### src/core/pfif_pkg.sv
/*
 * power fault interrupt flag package: register offsets, field positions,
 * reset values and the implemented-bit masks.
 * assumes an 8-bit register port with a small word address.
 */
package pfif_pkg;

    // ==========================================================
    // register map (word addresses)
    localparam int PFIF_ADDR_W = 4;
    localparam logic [PFIF_ADDR_W-1:0] PFIF_FLAGS_OFS = 4'h0;
    localparam logic [PFIF_ADDR_W-1:0] PFIF_MASK_OFS = 4'h1;
    localparam logic [PFIF_ADDR_W-1:0] PFIF_POLSEL_OFS = 4'h2;

    // ==========================================================
    // flag register fields
    localparam int PFIF_OUT_UNDERVOLT_BIT = 7;
    localparam int PFIF_OVERTEMP_BIT = 6;
    localparam int PFIF_OUT_OVERCURRENT_BIT = 5;
    localparam int PFIF_OUT_OVERVOLT_BIT = 4;
    localparam int PFIF_VIN_OV_LOCKOUT_BIT = 1;
    localparam int PFIF_VIN_UV_LOCKOUT_BIT = 0;
    localparam logic [7:0] PFIF_FLAGS_IMPL = 8'hF3;

    // ==========================================================
    // lockout polarity select fields
    localparam int PFIF_VIN_UV_RISE_SEL_BIT = 0;
    localparam int PFIF_VIN_UV_FALL_SEL_BIT = 1;
    localparam int PFIF_VIN_OV_RISE_SEL_BIT = 2;
    localparam int PFIF_VIN_OV_FALL_SEL_BIT = 3;
    localparam logic [7:0] PFIF_POLSEL_IMPL = 8'h0F;

    // ==========================================================
    // reset values
    localparam logic [7:0] PFIF_FLAGS_RST = 8'h00;
    localparam logic [7:0] PFIF_MASK_RST = 8'h00;
    localparam logic [7:0] PFIF_POLSEL_RST = 8'h05;
    localparam logic [7:0] PFIF_RDATA_RST = 8'h00;

endpackage

### src/core/pfif_edge_det.sv
/*
 * edge detector for the vin lockout comparator levels.
 * assumes levels already synchronous to ref_clk_i; pulses are combinational
 * and one cycle long, valid in the cycle the new level is first seen.
 */
`timescale 1ns/1ps

module pfif_edge_det #(
    parameter int W = 2
) (
    // clock and reset
    input wire logic ref_clk_i,
    input wire logic resetn_i,
    // levels in, edges out
    input wire logic [W-1:0] level_i,
    output logic [W-1:0] rise_o,
    output logic [W-1:0] fall_o
);

    // ==========================================================
    // history
    logic [W-1:0] prev_reg;
    logic [W-1:0] prev_next;

    if (W < 1)
    begin : g_chk
        $error("pfif_edge_det: W must be at least 1");
    end

    always_comb
    begin
        prev_next = level_i;
    end

    always_ff @(posedge ref_clk_i or negedge resetn_i)
    begin
        if (!resetn_i)
        begin
            prev_reg <= '0;
        end
        else
        begin
            prev_reg <= prev_next;
        end
    end

    // ==========================================================
    // edges, one per lane
    for (genvar i = 0; i < W; i++)
    begin : g_lane
        assign rise_o[i] = level_i[i] & ~prev_reg[i];
        assign fall_o[i] = ~level_i[i] & prev_reg[i];
    end

endmodule

### src/core/pfif_flags.sv
/*
 * power fault interrupt flag register with mask, lockout polarity selects
 * and one level interrupt output.
 * assumes fault levels synchronous to ref_clk_i and a register master that
 * never issues read and write strobes in the same cycle.
 */
// Chosen here: the plain strobed port and the placing of the registers.
`timescale 1ns/1ps

module pfif_flags
    import pfif_pkg::*;
#(
    parameter int ADDR_W = PFIF_ADDR_W
) (
    // clock and reset
    input wire logic ref_clk_i,
    input wire logic resetn_i,
    // register port
    input wire logic [ADDR_W-1:0] addr_i,
    input wire logic [7:0] wr_data_i,
    input wire logic wr_en_i,
    input wire logic rd_en_i,
    output logic [7:0] rd_data_o,
    // fault levels from the supervisors
    input wire logic out_undervolt_i,
    input wire logic overtemp_i,
    input wire logic out_overcurrent_i,
    input wire logic out_overvolt_i,
    input wire logic vin_ov_i,
    input wire logic vin_uv_i,
    // interrupt and status
    output logic irq_o,
    output logic [7:0] flags_o
);

    // ==========================================================
    // parameter check
    if (ADDR_W < PFIF_ADDR_W)
    begin : g_chk
        $error("pfif_flags: ADDR_W too small for the register map");
    end

    // ==========================================================
    // state
    logic [7:0] flags_reg;
    logic [7:0] flags_next;
    logic [7:0] mask_reg;
    logic [7:0] mask_next;
    logic [7:0] polsel_reg;
    logic [7:0] polsel_next;
    logic [7:0] rd_data_reg;
    logic [7:0] rd_data_next;
    logic irq_reg;
    logic irq_next;

    logic [1:0] vin_rise;
    logic [1:0] vin_fall;
    logic [7:0] set_ev;
    logic wr_flags;
    logic wr_mask;
    logic wr_polsel;

    function automatic logic hit(input logic [ADDR_W-1:0] a, input logic [PFIF_ADDR_W-1:0] ofs);
        hit = (a == ADDR_W'(ofs));
    endfunction

    // ==========================================================
    // lockout edges: lane 0 undervoltage, lane 1 overvoltage
    pfif_edge_det #(
        .W(2)
    ) u_vin_edge (
        .ref_clk_i(ref_clk_i),
        .resetn_i(resetn_i),
        .level_i({vin_ov_i, vin_uv_i}),
        .rise_o(vin_rise),
        .fall_o(vin_fall)
    );

    // ==========================================================
    // set events; the mask never gates these, only the interrupt
    always_comb
    begin
        set_ev = 8'h00;
        set_ev[PFIF_OUT_UNDERVOLT_BIT] = out_undervolt_i;
        set_ev[PFIF_OVERTEMP_BIT] = overtemp_i;
        set_ev[PFIF_OUT_OVERCURRENT_BIT] = out_overcurrent_i;
        set_ev[PFIF_OUT_OVERVOLT_BIT] = out_overvolt_i;
        set_ev[PFIF_VIN_OV_LOCKOUT_BIT] = (vin_rise[1] & polsel_reg[PFIF_VIN_OV_RISE_SEL_BIT])
            | (vin_fall[1] & polsel_reg[PFIF_VIN_OV_FALL_SEL_BIT]);
        set_ev[PFIF_VIN_UV_LOCKOUT_BIT] = (vin_rise[0] & polsel_reg[PFIF_VIN_UV_RISE_SEL_BIT])
            | (vin_fall[0] & polsel_reg[PFIF_VIN_UV_FALL_SEL_BIT]);
    end

    // ==========================================================
    // register next values
    always_comb
    begin
        wr_flags = wr_en_i && hit(addr_i, PFIF_FLAGS_OFS);
        wr_mask = wr_en_i && hit(addr_i, PFIF_MASK_OFS);
        wr_polsel = wr_en_i && hit(addr_i, PFIF_POLSEL_OFS);

        // write stores the value; the or-in of events lets a set win over a clear
        flags_next = (wr_flags ? wr_data_i : flags_reg) | set_ev;
        flags_next = flags_next & PFIF_FLAGS_IMPL;
        mask_next = wr_mask ? (wr_data_i & PFIF_FLAGS_IMPL) : mask_reg;
        polsel_next = wr_polsel ? (wr_data_i & PFIF_POLSEL_IMPL) : polsel_reg;

        // irq follows the flag register it will sit beside, so no skew
        irq_next = |(flags_next & mask_next);

        rd_data_next = 8'h00;
        if (rd_en_i)
        begin
            if (hit(addr_i, PFIF_FLAGS_OFS))
            begin
                rd_data_next = flags_reg;
            end
            else if (hit(addr_i, PFIF_MASK_OFS))
            begin
                rd_data_next = mask_reg;
            end
            else if (hit(addr_i, PFIF_POLSEL_OFS))
            begin
                rd_data_next = polsel_reg;
            end
        end
    end

    always_ff @(posedge ref_clk_i or negedge resetn_i)
    begin
        if (!resetn_i)
        begin
            flags_reg <= PFIF_FLAGS_RST;
            mask_reg <= PFIF_MASK_RST;
            polsel_reg <= PFIF_POLSEL_RST;
            rd_data_reg <= PFIF_RDATA_RST;
            irq_reg <= 1'b0;
        end
        else
        begin
            flags_reg <= flags_next;
            mask_reg <= mask_next;
            polsel_reg <= polsel_next;
            rd_data_reg <= rd_data_next;
            irq_reg <= irq_next;
        end
    end

    // ==========================================================
    // outputs
    assign rd_data_o = rd_data_reg;
    assign irq_o = irq_reg;
    assign flags_o = flags_reg;

    // ==========================================================
    // checks
    property p_uv_set;
        @(posedge ref_clk_i) disable iff (!resetn_i)
        out_undervolt_i |=> flags_reg[PFIF_OUT_UNDERVOLT_BIT];
    endproperty
    a_uv_set: assert property (p_uv_set)
        else $error("undervoltage did not set its flag");

    property p_uv_quiet;
        @(posedge ref_clk_i) disable iff (!resetn_i)
        (!out_undervolt_i && !flags_reg[PFIF_OUT_UNDERVOLT_BIT]
            && !(wr_en_i && hit(addr_i, PFIF_FLAGS_OFS) && wr_data_i[PFIF_OUT_UNDERVOLT_BIT]))
        |=> !flags_reg[PFIF_OUT_UNDERVOLT_BIT];
    endproperty
    a_uv_quiet: assert property (p_uv_quiet)
        else $error("undervoltage flag set without cause");

    property p_ot_set;
        @(posedge ref_clk_i) disable iff (!resetn_i)
        overtemp_i |=> flags_reg[PFIF_OVERTEMP_BIT];
    endproperty
    a_ot_set: assert property (p_ot_set)
        else $error("overtemperature did not set its flag");

    property p_oc_set;
        @(posedge ref_clk_i) disable iff (!resetn_i)
        out_overcurrent_i |=> flags_o[PFIF_OUT_OVERCURRENT_BIT];
    endproperty
    a_oc_set: assert property (p_oc_set)
        else $error("overcurrent did not set its flag");

    property p_ov_set;
        @(posedge ref_clk_i) disable iff (!resetn_i)
        out_overvolt_i |=> flags_o[PFIF_OUT_OVERVOLT_BIT];
    endproperty
    a_ov_set: assert property (p_ov_set)
        else $error("output overvoltage did not set its flag");

    property p_unimpl_zero;
        @(posedge ref_clk_i) disable iff (!resetn_i)
        rd_en_i && hit(addr_i, PFIF_FLAGS_OFS) |=> (rd_data_o[3:2] == 2'b00) && (flags_o[3:2] == 2'b00);
    endproperty
    a_unimpl_zero: assert property (p_unimpl_zero)
        else $error("unimplemented flag bits read nonzero");

    property p_vin_ov_rise;
        @(posedge ref_clk_i) disable iff (!resetn_i)
        $rose(vin_ov_i) && $stable(resetn_i) && polsel_reg[PFIF_VIN_OV_RISE_SEL_BIT]
        |=> flags_reg[PFIF_VIN_OV_LOCKOUT_BIT];
    endproperty
    a_vin_ov_rise: assert property (p_vin_ov_rise)
        else $error("ov lockout entry not flagged");

    property p_vin_ov_fall;
        @(posedge ref_clk_i) disable iff (!resetn_i)
        $fell(vin_ov_i) && $stable(resetn_i) && polsel_reg[PFIF_VIN_OV_FALL_SEL_BIT]
        |=> flags_reg[PFIF_VIN_OV_LOCKOUT_BIT];
    endproperty
    a_vin_ov_fall: assert property (p_vin_ov_fall)
        else $error("ov lockout exit not flagged");

    property p_vin_uv_quiet;
        @(posedge ref_clk_i) disable iff (!resetn_i)
        (vin_uv_i && $past(vin_uv_i) && $stable(resetn_i) && !flags_reg[PFIF_VIN_UV_LOCKOUT_BIT] && !wr_en_i)
        |=> !flags_reg[PFIF_VIN_UV_LOCKOUT_BIT];
    endproperty
    a_vin_uv_quiet: assert property (p_vin_uv_quiet)
        else $error("uv lockout flagged with no edge");

    property p_mask_free;
        @(posedge ref_clk_i) disable iff (!resetn_i)
        overtemp_i && (mask_reg == 8'h00) && !wr_en_i |=> flags_reg[PFIF_OVERTEMP_BIT] && !irq_o;
    endproperty
    a_mask_free: assert property (p_mask_free)
        else $error("masked flag misbehaved");

    property p_set_wins;
        @(posedge ref_clk_i) disable iff (!resetn_i)
        wr_en_i && hit(addr_i, PFIF_FLAGS_OFS) && (wr_data_i == 8'h00) && overtemp_i
        |=> flags_reg[PFIF_OVERTEMP_BIT] && (flags_reg[PFIF_OUT_OVERVOLT_BIT] == $past(out_overvolt_i));
    endproperty
    a_set_wins: assert property (p_set_wins)
        else $error("clearing write beat a set");

    property p_hold;
        @(posedge ref_clk_i) disable iff (!resetn_i)
        flags_reg[PFIF_OUT_OVERCURRENT_BIT] && !(wr_en_i && hit(addr_i, PFIF_FLAGS_OFS))
        |=> flags_reg[PFIF_OUT_OVERCURRENT_BIT] [*1] ##1 1'b1;
    endproperty
    a_hold: assert property (p_hold)
        else $error("flag dropped without a write");

    property p_read_data;
        @(posedge ref_clk_i) disable iff (!resetn_i)
        rd_en_i && hit(addr_i, PFIF_MASK_OFS)
        |=> rd_data_o == $past(mask_reg) ##1 ($past(rd_en_i) || rd_data_o == 8'h00);
    endproperty
    a_read_data: assert property (p_read_data)
        else $error("read data wrong or not one cycle");

    property p_ot_quiet;
        @(posedge ref_clk_i) disable iff (!resetn_i)
        (!overtemp_i && !flags_reg[PFIF_OVERTEMP_BIT]
            && !(wr_en_i && hit(addr_i, PFIF_FLAGS_OFS) && wr_data_i[PFIF_OVERTEMP_BIT]))
        |=> !flags_reg[PFIF_OVERTEMP_BIT];
    endproperty
    a_ot_quiet: assert property (p_ot_quiet)
        else $error("overtemperature flag set without cause");

    property p_vin_uv_rise;
        @(posedge ref_clk_i) disable iff (!resetn_i)
        $rose(vin_uv_i) && $stable(resetn_i) && polsel_reg[PFIF_VIN_UV_RISE_SEL_BIT]
        |=> flags_reg[PFIF_VIN_UV_LOCKOUT_BIT];
    endproperty
    a_vin_uv_rise: assert property (p_vin_uv_rise)
        else $error("uv lockout entry not flagged");

    property p_vin_uv_fall;
        @(posedge ref_clk_i) disable iff (!resetn_i)
        $fell(vin_uv_i) && $stable(resetn_i) && polsel_reg[PFIF_VIN_UV_FALL_SEL_BIT]
        |=> flags_reg[PFIF_VIN_UV_LOCKOUT_BIT];
    endproperty
    a_vin_uv_fall: assert property (p_vin_uv_fall)
        else $error("uv lockout exit not flagged");

    property p_wr_clear;
        @(posedge ref_clk_i) disable iff (!resetn_i)
        (wr_en_i && hit(addr_i, PFIF_FLAGS_OFS) && (wr_data_i == 8'h00)
            && !(out_undervolt_i || overtemp_i || out_overcurrent_i || out_overvolt_i))
        |=> flags_o[PFIF_OUT_UNDERVOLT_BIT:PFIF_OUT_OVERVOLT_BIT] == 4'h0;
    endproperty
    a_wr_clear: assert property (p_wr_clear)
        else $error("clearing write left a fault flag set");

    property p_rd_idle;
        @(posedge ref_clk_i) disable iff (!resetn_i)
        !rd_en_i |=> rd_data_o == 8'h00;
    endproperty
    a_rd_idle: assert property (p_rd_idle)
        else $error("read data not zero without a read");

endmodule

### config.mk
export PLATFORM = sky130hd
export DESIGN_NAME = pfif_flags
export DESIGN_NICKNAME = d
export VERILOG_FILES = /design/src/core/pfif_pkg.sv /design/src/core/pfif_edge_det.sv /design/src/core/pfif_flags.sv
export SDC_FILE = /design/constraint.sdc
export NUM_CORES = 1
export LEC_CHECK = 0
export BUFFER_PORTS_ARGS = -buffer_cell sky130_fd_sc_hd__buf_4
export CORE_ASPECT_RATIO = 0.75
export CORE_MARGIN = 2
export CORE_UTILIZATION = 54
export DETAILED_ROUTE_END_ITERATION = 7
export GPL_ROUTABILITY_DRIVEN = 0
export GPL_TIMING_DRIVEN = 1
export PLACE_DENSITY = 0.83
export SLEW_MARGIN = 20
export SYNTH_ARGS = -nofsm -noshare
export SYNTH_HDL_FRONTEND = slang
export SYNTH_SLANG_ARGS = --single-unit
### constraint.sdc
create_clock -name ref_clk_i -period 1.7 [get_ports ref_clk_i]
set_input_delay 0.34 -clock ref_clk_i [delete_from_list [all_inputs] [get_ports ref_clk_i]]
set_output_delay 0.34 -clock ref_clk_i [all_outputs]
set_load 0.005 [all_outputs]
Word level (Yosys, flattened, before mapping)
Cells that the tools add are included.
W data, S select, Z words.
- logic and storage cells: 35
- bits of input ports: 22
- register bits: 29
- output and inout bits: 17
- reduce and logical (&&, ||, !) cells: 5
- equality and inequality tests: 2
- bitwise logic cells: 16
- mux-type cells: 6
- operators with widths (cell ; number):
    $mux W8 ; 5
    $and A1 B1 Y1 ; 8
    $and A8 B8 Y8 ; 1
    $or A8 B8 Y8 ; 1
    $reduce_or A8 Y1 ; 1
    $eq A4 B1 Y1 const B ; 1
    $eq A4 B2 Y1 const B ; 1
    $logic_not A4 Y1 ; 1
    $mux W4 ; 1
    $not A1 Y1 ; 4
    $logic_and A1 B1 Y1 ; 3
    $or A1 B1 Y1 ; 2

Depth between registers and ports, before layout
- depth in word-level cells: 7
- mapped depth: 6
- mapped depth without buffers: 5

Cells and area by module
A second synthesis with hierarchy kept.
- cells, all modules: 123
- area, all modules: 1321.3 um^2
- modules (own cells, without submodules) (module ; sequential area each (um^2) ; instances ; cells each ; area each (um^2)):
    pfif_flags ; 628.1 ; 1 ; 117 ; 1236.2
    pfif_edge_det ; 50.0 ; 1 ; 6 ; 85.1

Least setup slack after synthesis
OpenSTA, ideal clock, no wires.
- kind: input to register
- from: input port addr_i[1]
- to: register irq_reg, in the netlist irq_o
- data arrival time: 1.436 ns
- buffers on the path: 0
- stages: 5
- setup time: 0.071 ns
- slack: 0.193 ns
- required time: 1.629 ns
- cell sequence: or4b_4 > mux2i_1 > a221oi_1 > nor3_2 > nand4_1
- longest elaborated chain between the ends: 6
- elaborated cells on any way between the ends: 9
- classes of those cells: eq/ne: 1; mux: 2; bitwise: 2; reduce/logical: 4
- ends and longest elaborated chain (element ; line ; source):
    start: declaration ; pfif_flags.sv:19 ; input wire logic [ADDR_W-1:0] addr_i,
    $logic_not A4 Y1 ; pfif_flags.sv:64 ; hit = (a == ADDR_W'(ofs));
    $logic_and A1 B1 Y1 ; pfif_flags.sv:98 ; wr_flags = wr_en_i && hit(addr_i, PFIF_FLAGS_OFS);
    $mux W8 ; pfif_flags.sv:103 ; flags_next = (wr_flags ? wr_data_i : flags_reg) | set_ev;
    $or A8 B8 Y8 ; pfif_flags.sv:103 ;
    $and A8 B8 Y8 (*) ; pfif_flags.sv:109 ; irq_next = |(flags_next & mask_next);
    $reduce_or A8 Y1 (*) ; pfif_flags.sv:109 ;
    named net irq_next ; pfif_flags.sv:54 ; logic irq_next;
    end signal: assignment ; pfif_flags.sv:145 ; irq_reg <= irq_next;
    end: declaration ; pfif_flags.sv:53 ; logic irq_reg;
Mark *: on every way through the listed nets, which the timed path passes. The rest lies on a longest branch.
A chain may end at the register's enable or synchronous reset.

Worst setup path after layout
Same ends and word-level chain as after synthesis.

==> impl_metrics.py <==
metrics = {
    "global_routing": {
        "grt_max_degree": 28,
        "grt_pass1_wl_um": 4705,
        "antenna_found_initial": 0,
        "grt_busiest_layer": "met2",
        "grt_pass1_vias": 1050,
        "grt_usage": 0.2315,
        "grtUsageMet2": 0.3742,
        "grt_util_met3": 0.06742,
        "grt-ovfl-total": 0,
        "grt.met1_usage": 0.3093,
    },
    "routing": {
        "viasPerCell": 5.443,
        "wl_per_cell_um": 14.05,
        "wirelength_um": 2853,
        "first_iter_violations": 52,
        "postRouteAntennaNets": 0,
        "drcViolationCount": 0,
        "num_vias": 1105,
        "firstDrtPassIters": 4,
    },
    "setup_path": {
        "path_cells": "buf_4 > or4b_4 > mux2i_1 > a221oi_1 > nor3_2 > nand4_1",
        "critPathTopFamily": "simple AND/OR/NAND/NOR gates",
        "crit_path_start_kind": "primary input",
        "required_ns": 1.97,
        "cpMaxStageDelayCell": "or4b_4",
        "crit_path_end_kind": "register",
        "worst-setup-path-type": "primary input to register",
        "slowest_delay_ns": 0.58,
        "critPathArrivalTime_ns": 1.64,
        "cp_num_buf_inv": 1,
        "crit_fanout": 4,
    },
    "logic_synthesis": {
        "synth_top_area_cell": "dfrtp_1",
        "yosysUniqueCellTypes": 31,
        "synth-adder-area-share": 0,
        "synthSimpleGateAreaFrac": 0.2114,
        "synth_area_um2": 1314,
        "ys_ff_latch": 27,
        "ys.warnings.count": 0,
        "synth_area_leaders": "dfrtp_1 (48%), mux2_2 (7.7%), nand2_1 (5.7%), mux2i_1 (5.3%), dfstp_2 (4.0%)",
        "synth_xor_xnor_area_share": 0,
        "synth_top_area_frac": 0.4762,
        "ys_seq_area_frac": 0.5162,
        "yosys-mux-area-fraction": 0.1305,
        "synth_top_family_by_area": "simple AND/OR/NAND/NOR gates",
        "synth_compound_area_frac": 0.1029,
        "postSynthAreaPerCell_um2": 10.34,
        "syn_inst": 127,
    },
    "flow_run": {
        "drv_cap": 0,
    },
    "cells_and_area": {
        "drive_above_1_share": 0.3550,
        "nets": 192,
        "final_util": 0.7241,
        "diodes": 0,
        "syn2layout_area_growth_pct": 27.24,
        "n_fill_cell": 192,
        "largest_register_ffs": 8,
    },
    "sta": {
        "setup_viol": 0,
        "grt_setup_unrepaired": "false",
        "finalClockSkew_ns": 0.001620,
        "drv_slew": 0,
        "fin_tns_setup_ns": 0,
        "post-route-min-period_ns": 1.371,
        "fmax_ghz": 0.7296,
        "post-route-period-util": 0.8062,
        "finalHoldViolCount": 0,
    },
    "floorplanning": {
        "core_um2": 2308,
        "rows": 15,
        "dieArea_um2": 2848,
        "fp.dieH_um": 46.72,
        "die_x_um": 60.96,
        "initial_core_util": 0.5691,
        "num_io_pins": 39,
    },
    "power_and_ir_drop": {
        "ir_worst_vdd_mv": 0.5446,
        "p_per_area_nw_per_um2": 813.5,
        "power_uw": 1360,
        "power_leakage_uw": 0.0008116,
    },
    "clock_network": {
        "cts_buffers": 3,
        "tritoncts": "yes",
        "clkSlewWorstSetupHoldPaths_ns": 0.13,
        "h-tree-depth": 1,
        "clkLatencyLatePin_ns": 0.32,
        "cts_root_buffer": "clkbuf_4",
        "cts_max_path_buffers": 2,
        "cts.sinks": 27,
        "cts_resized": 0,
    },
    "placement": {
        "io_buffer_count": 36,
        "hpwl_um": 2207,
    },
    "worst_hold_path": {
        "hold_class": "primary input to register",
    },
    "outcome": {
        "status": "completed",
    },
}
## metal layers
metal | part of all wire | routed length, µm
met2 | 0.47 | 1342
met5 | 0 | 0
met4 | 0.0098 | 28
met3 | 0.064 | 183
met1 | 0.46 | 1299
## cells in the mapped netlist
library cell / number
o221ai_1: 1
nor2_4: 1
mux2_2: 9
dfrtp_1: 25
or4b_4: 1
inv_1: 4
nand4_1: 1
buf_4: 3
and2_1: 1
buf_2: 2
o22ai_1: 1
nand2_2: 1
o21a_1: 2
o21ai_0: 1
or3_1: 1
nand2_1: 20
dfstp_2: 2
nand3b_1: 5
o211ai_1: 3
nand3_1: 4
nor2b_1: 1
nor4b_2: 1
mux2i_1: 7
and3_1: 2
a221oi_1: 3
nand2b_1: 1
a31oi_1: 1
nor3_2: 1
a21oi_1: 9
nor2_1: 12
conb_1: 1
## path summary, 6_finish.rpt
path	end	cells past startpoint	startpoint	slack, ns
max	irq_o$_DFF_PN0_	6	addr_i[1]	0.33
min	u_vin_edge.prev_reg[0]$_DFF_PN0_	1	vin_uv_i	0.13
max reg2reg	irq_o$_DFF_PN0_	5	polsel_reg[2]$_DFFE_PN1P_	0.45
min reg2reg	mask_reg[0]$_DFF_PN0_	2	mask_reg[0]$_DFF_PN0_	0.56
max in group asynchronous	polsel_reg[2]$_DFFE_PN1P_	2	resetn_i	0.96
min in group asynchronous	rd_data_o[1]$_DFF_PN0_	2	resetn_i	0.44
## what timing repair did
item / in CTS / in global routing
hold endpoints to repair: 25 / 0
hold buffers: 1 / 0
setup endpoints to repair: 0 / 0
setup buffers: 0 / 0
## cell families after synthesis
family | Yosys count
simple gates | 53
flops | 27
compound gates | 21
mux | 16
buf+inv | 9
other cells | 1
## per-stage QoR
step	hold slack (ns)	worst slack [ns]	area, µm²	cells
finish	0.1259	0.3294	1672	203
global route	0.09338	0.2453	1672	203
CTS	0.1141	0.3380	1672	203
detailed placement	0.2669	-0.02189	1635	198
global placement	0.2639	0.02467	1635	198
floorplan	0.04441	0.1932	1318	128
## cells in the final DEF, fill, tap and decap left out, drive strengths merged, types with 2 or more instances in the layout
master	synthesis	layout
a21oi	9	9
a221oi	3	3
and3	2	2
buf	5	41
clkbuf	0	4
conb	1	2
dfrtp	25	25
dfstp	2	2
inv	4	4
mux2	9	9
mux2i	7	7
nand2	21	21
nand3	4	4
nand3b	5	5
nor2	13	13
o211ai	3	3
o21a	2	2
## area by class of cell
cell class | instances | area, µm² | area share
flip-flops and latches | 27 | 678.2 | 0.4057
repair buffers | 42 | 317.8 | 0.1901
inverters | 4 | 15.01 | 0.008982
well taps | 34 | 42.54 | 0.02545
clock buffers | 4 | 26.28 | 0.01572
multi-input cells | 92 | 591.8 | 0.3540
## power breakdown
part	leakage (µW)	internal, µW	switching [µW]
sequential	0.000318	726	60.6
clock	0.0000150	92.1	180
combinational	0.000478	166	135
## worst register-to-register path, delay by kind of cell (launching register included)
kind             cells  cell delay, ns
flip-flops           1            0.57
AND/OR/NAND/NOR      2            0.21
AO/OA/AOI/OAI        3            0.43
No activity file was read; power rests on OpenSTA's default activity.
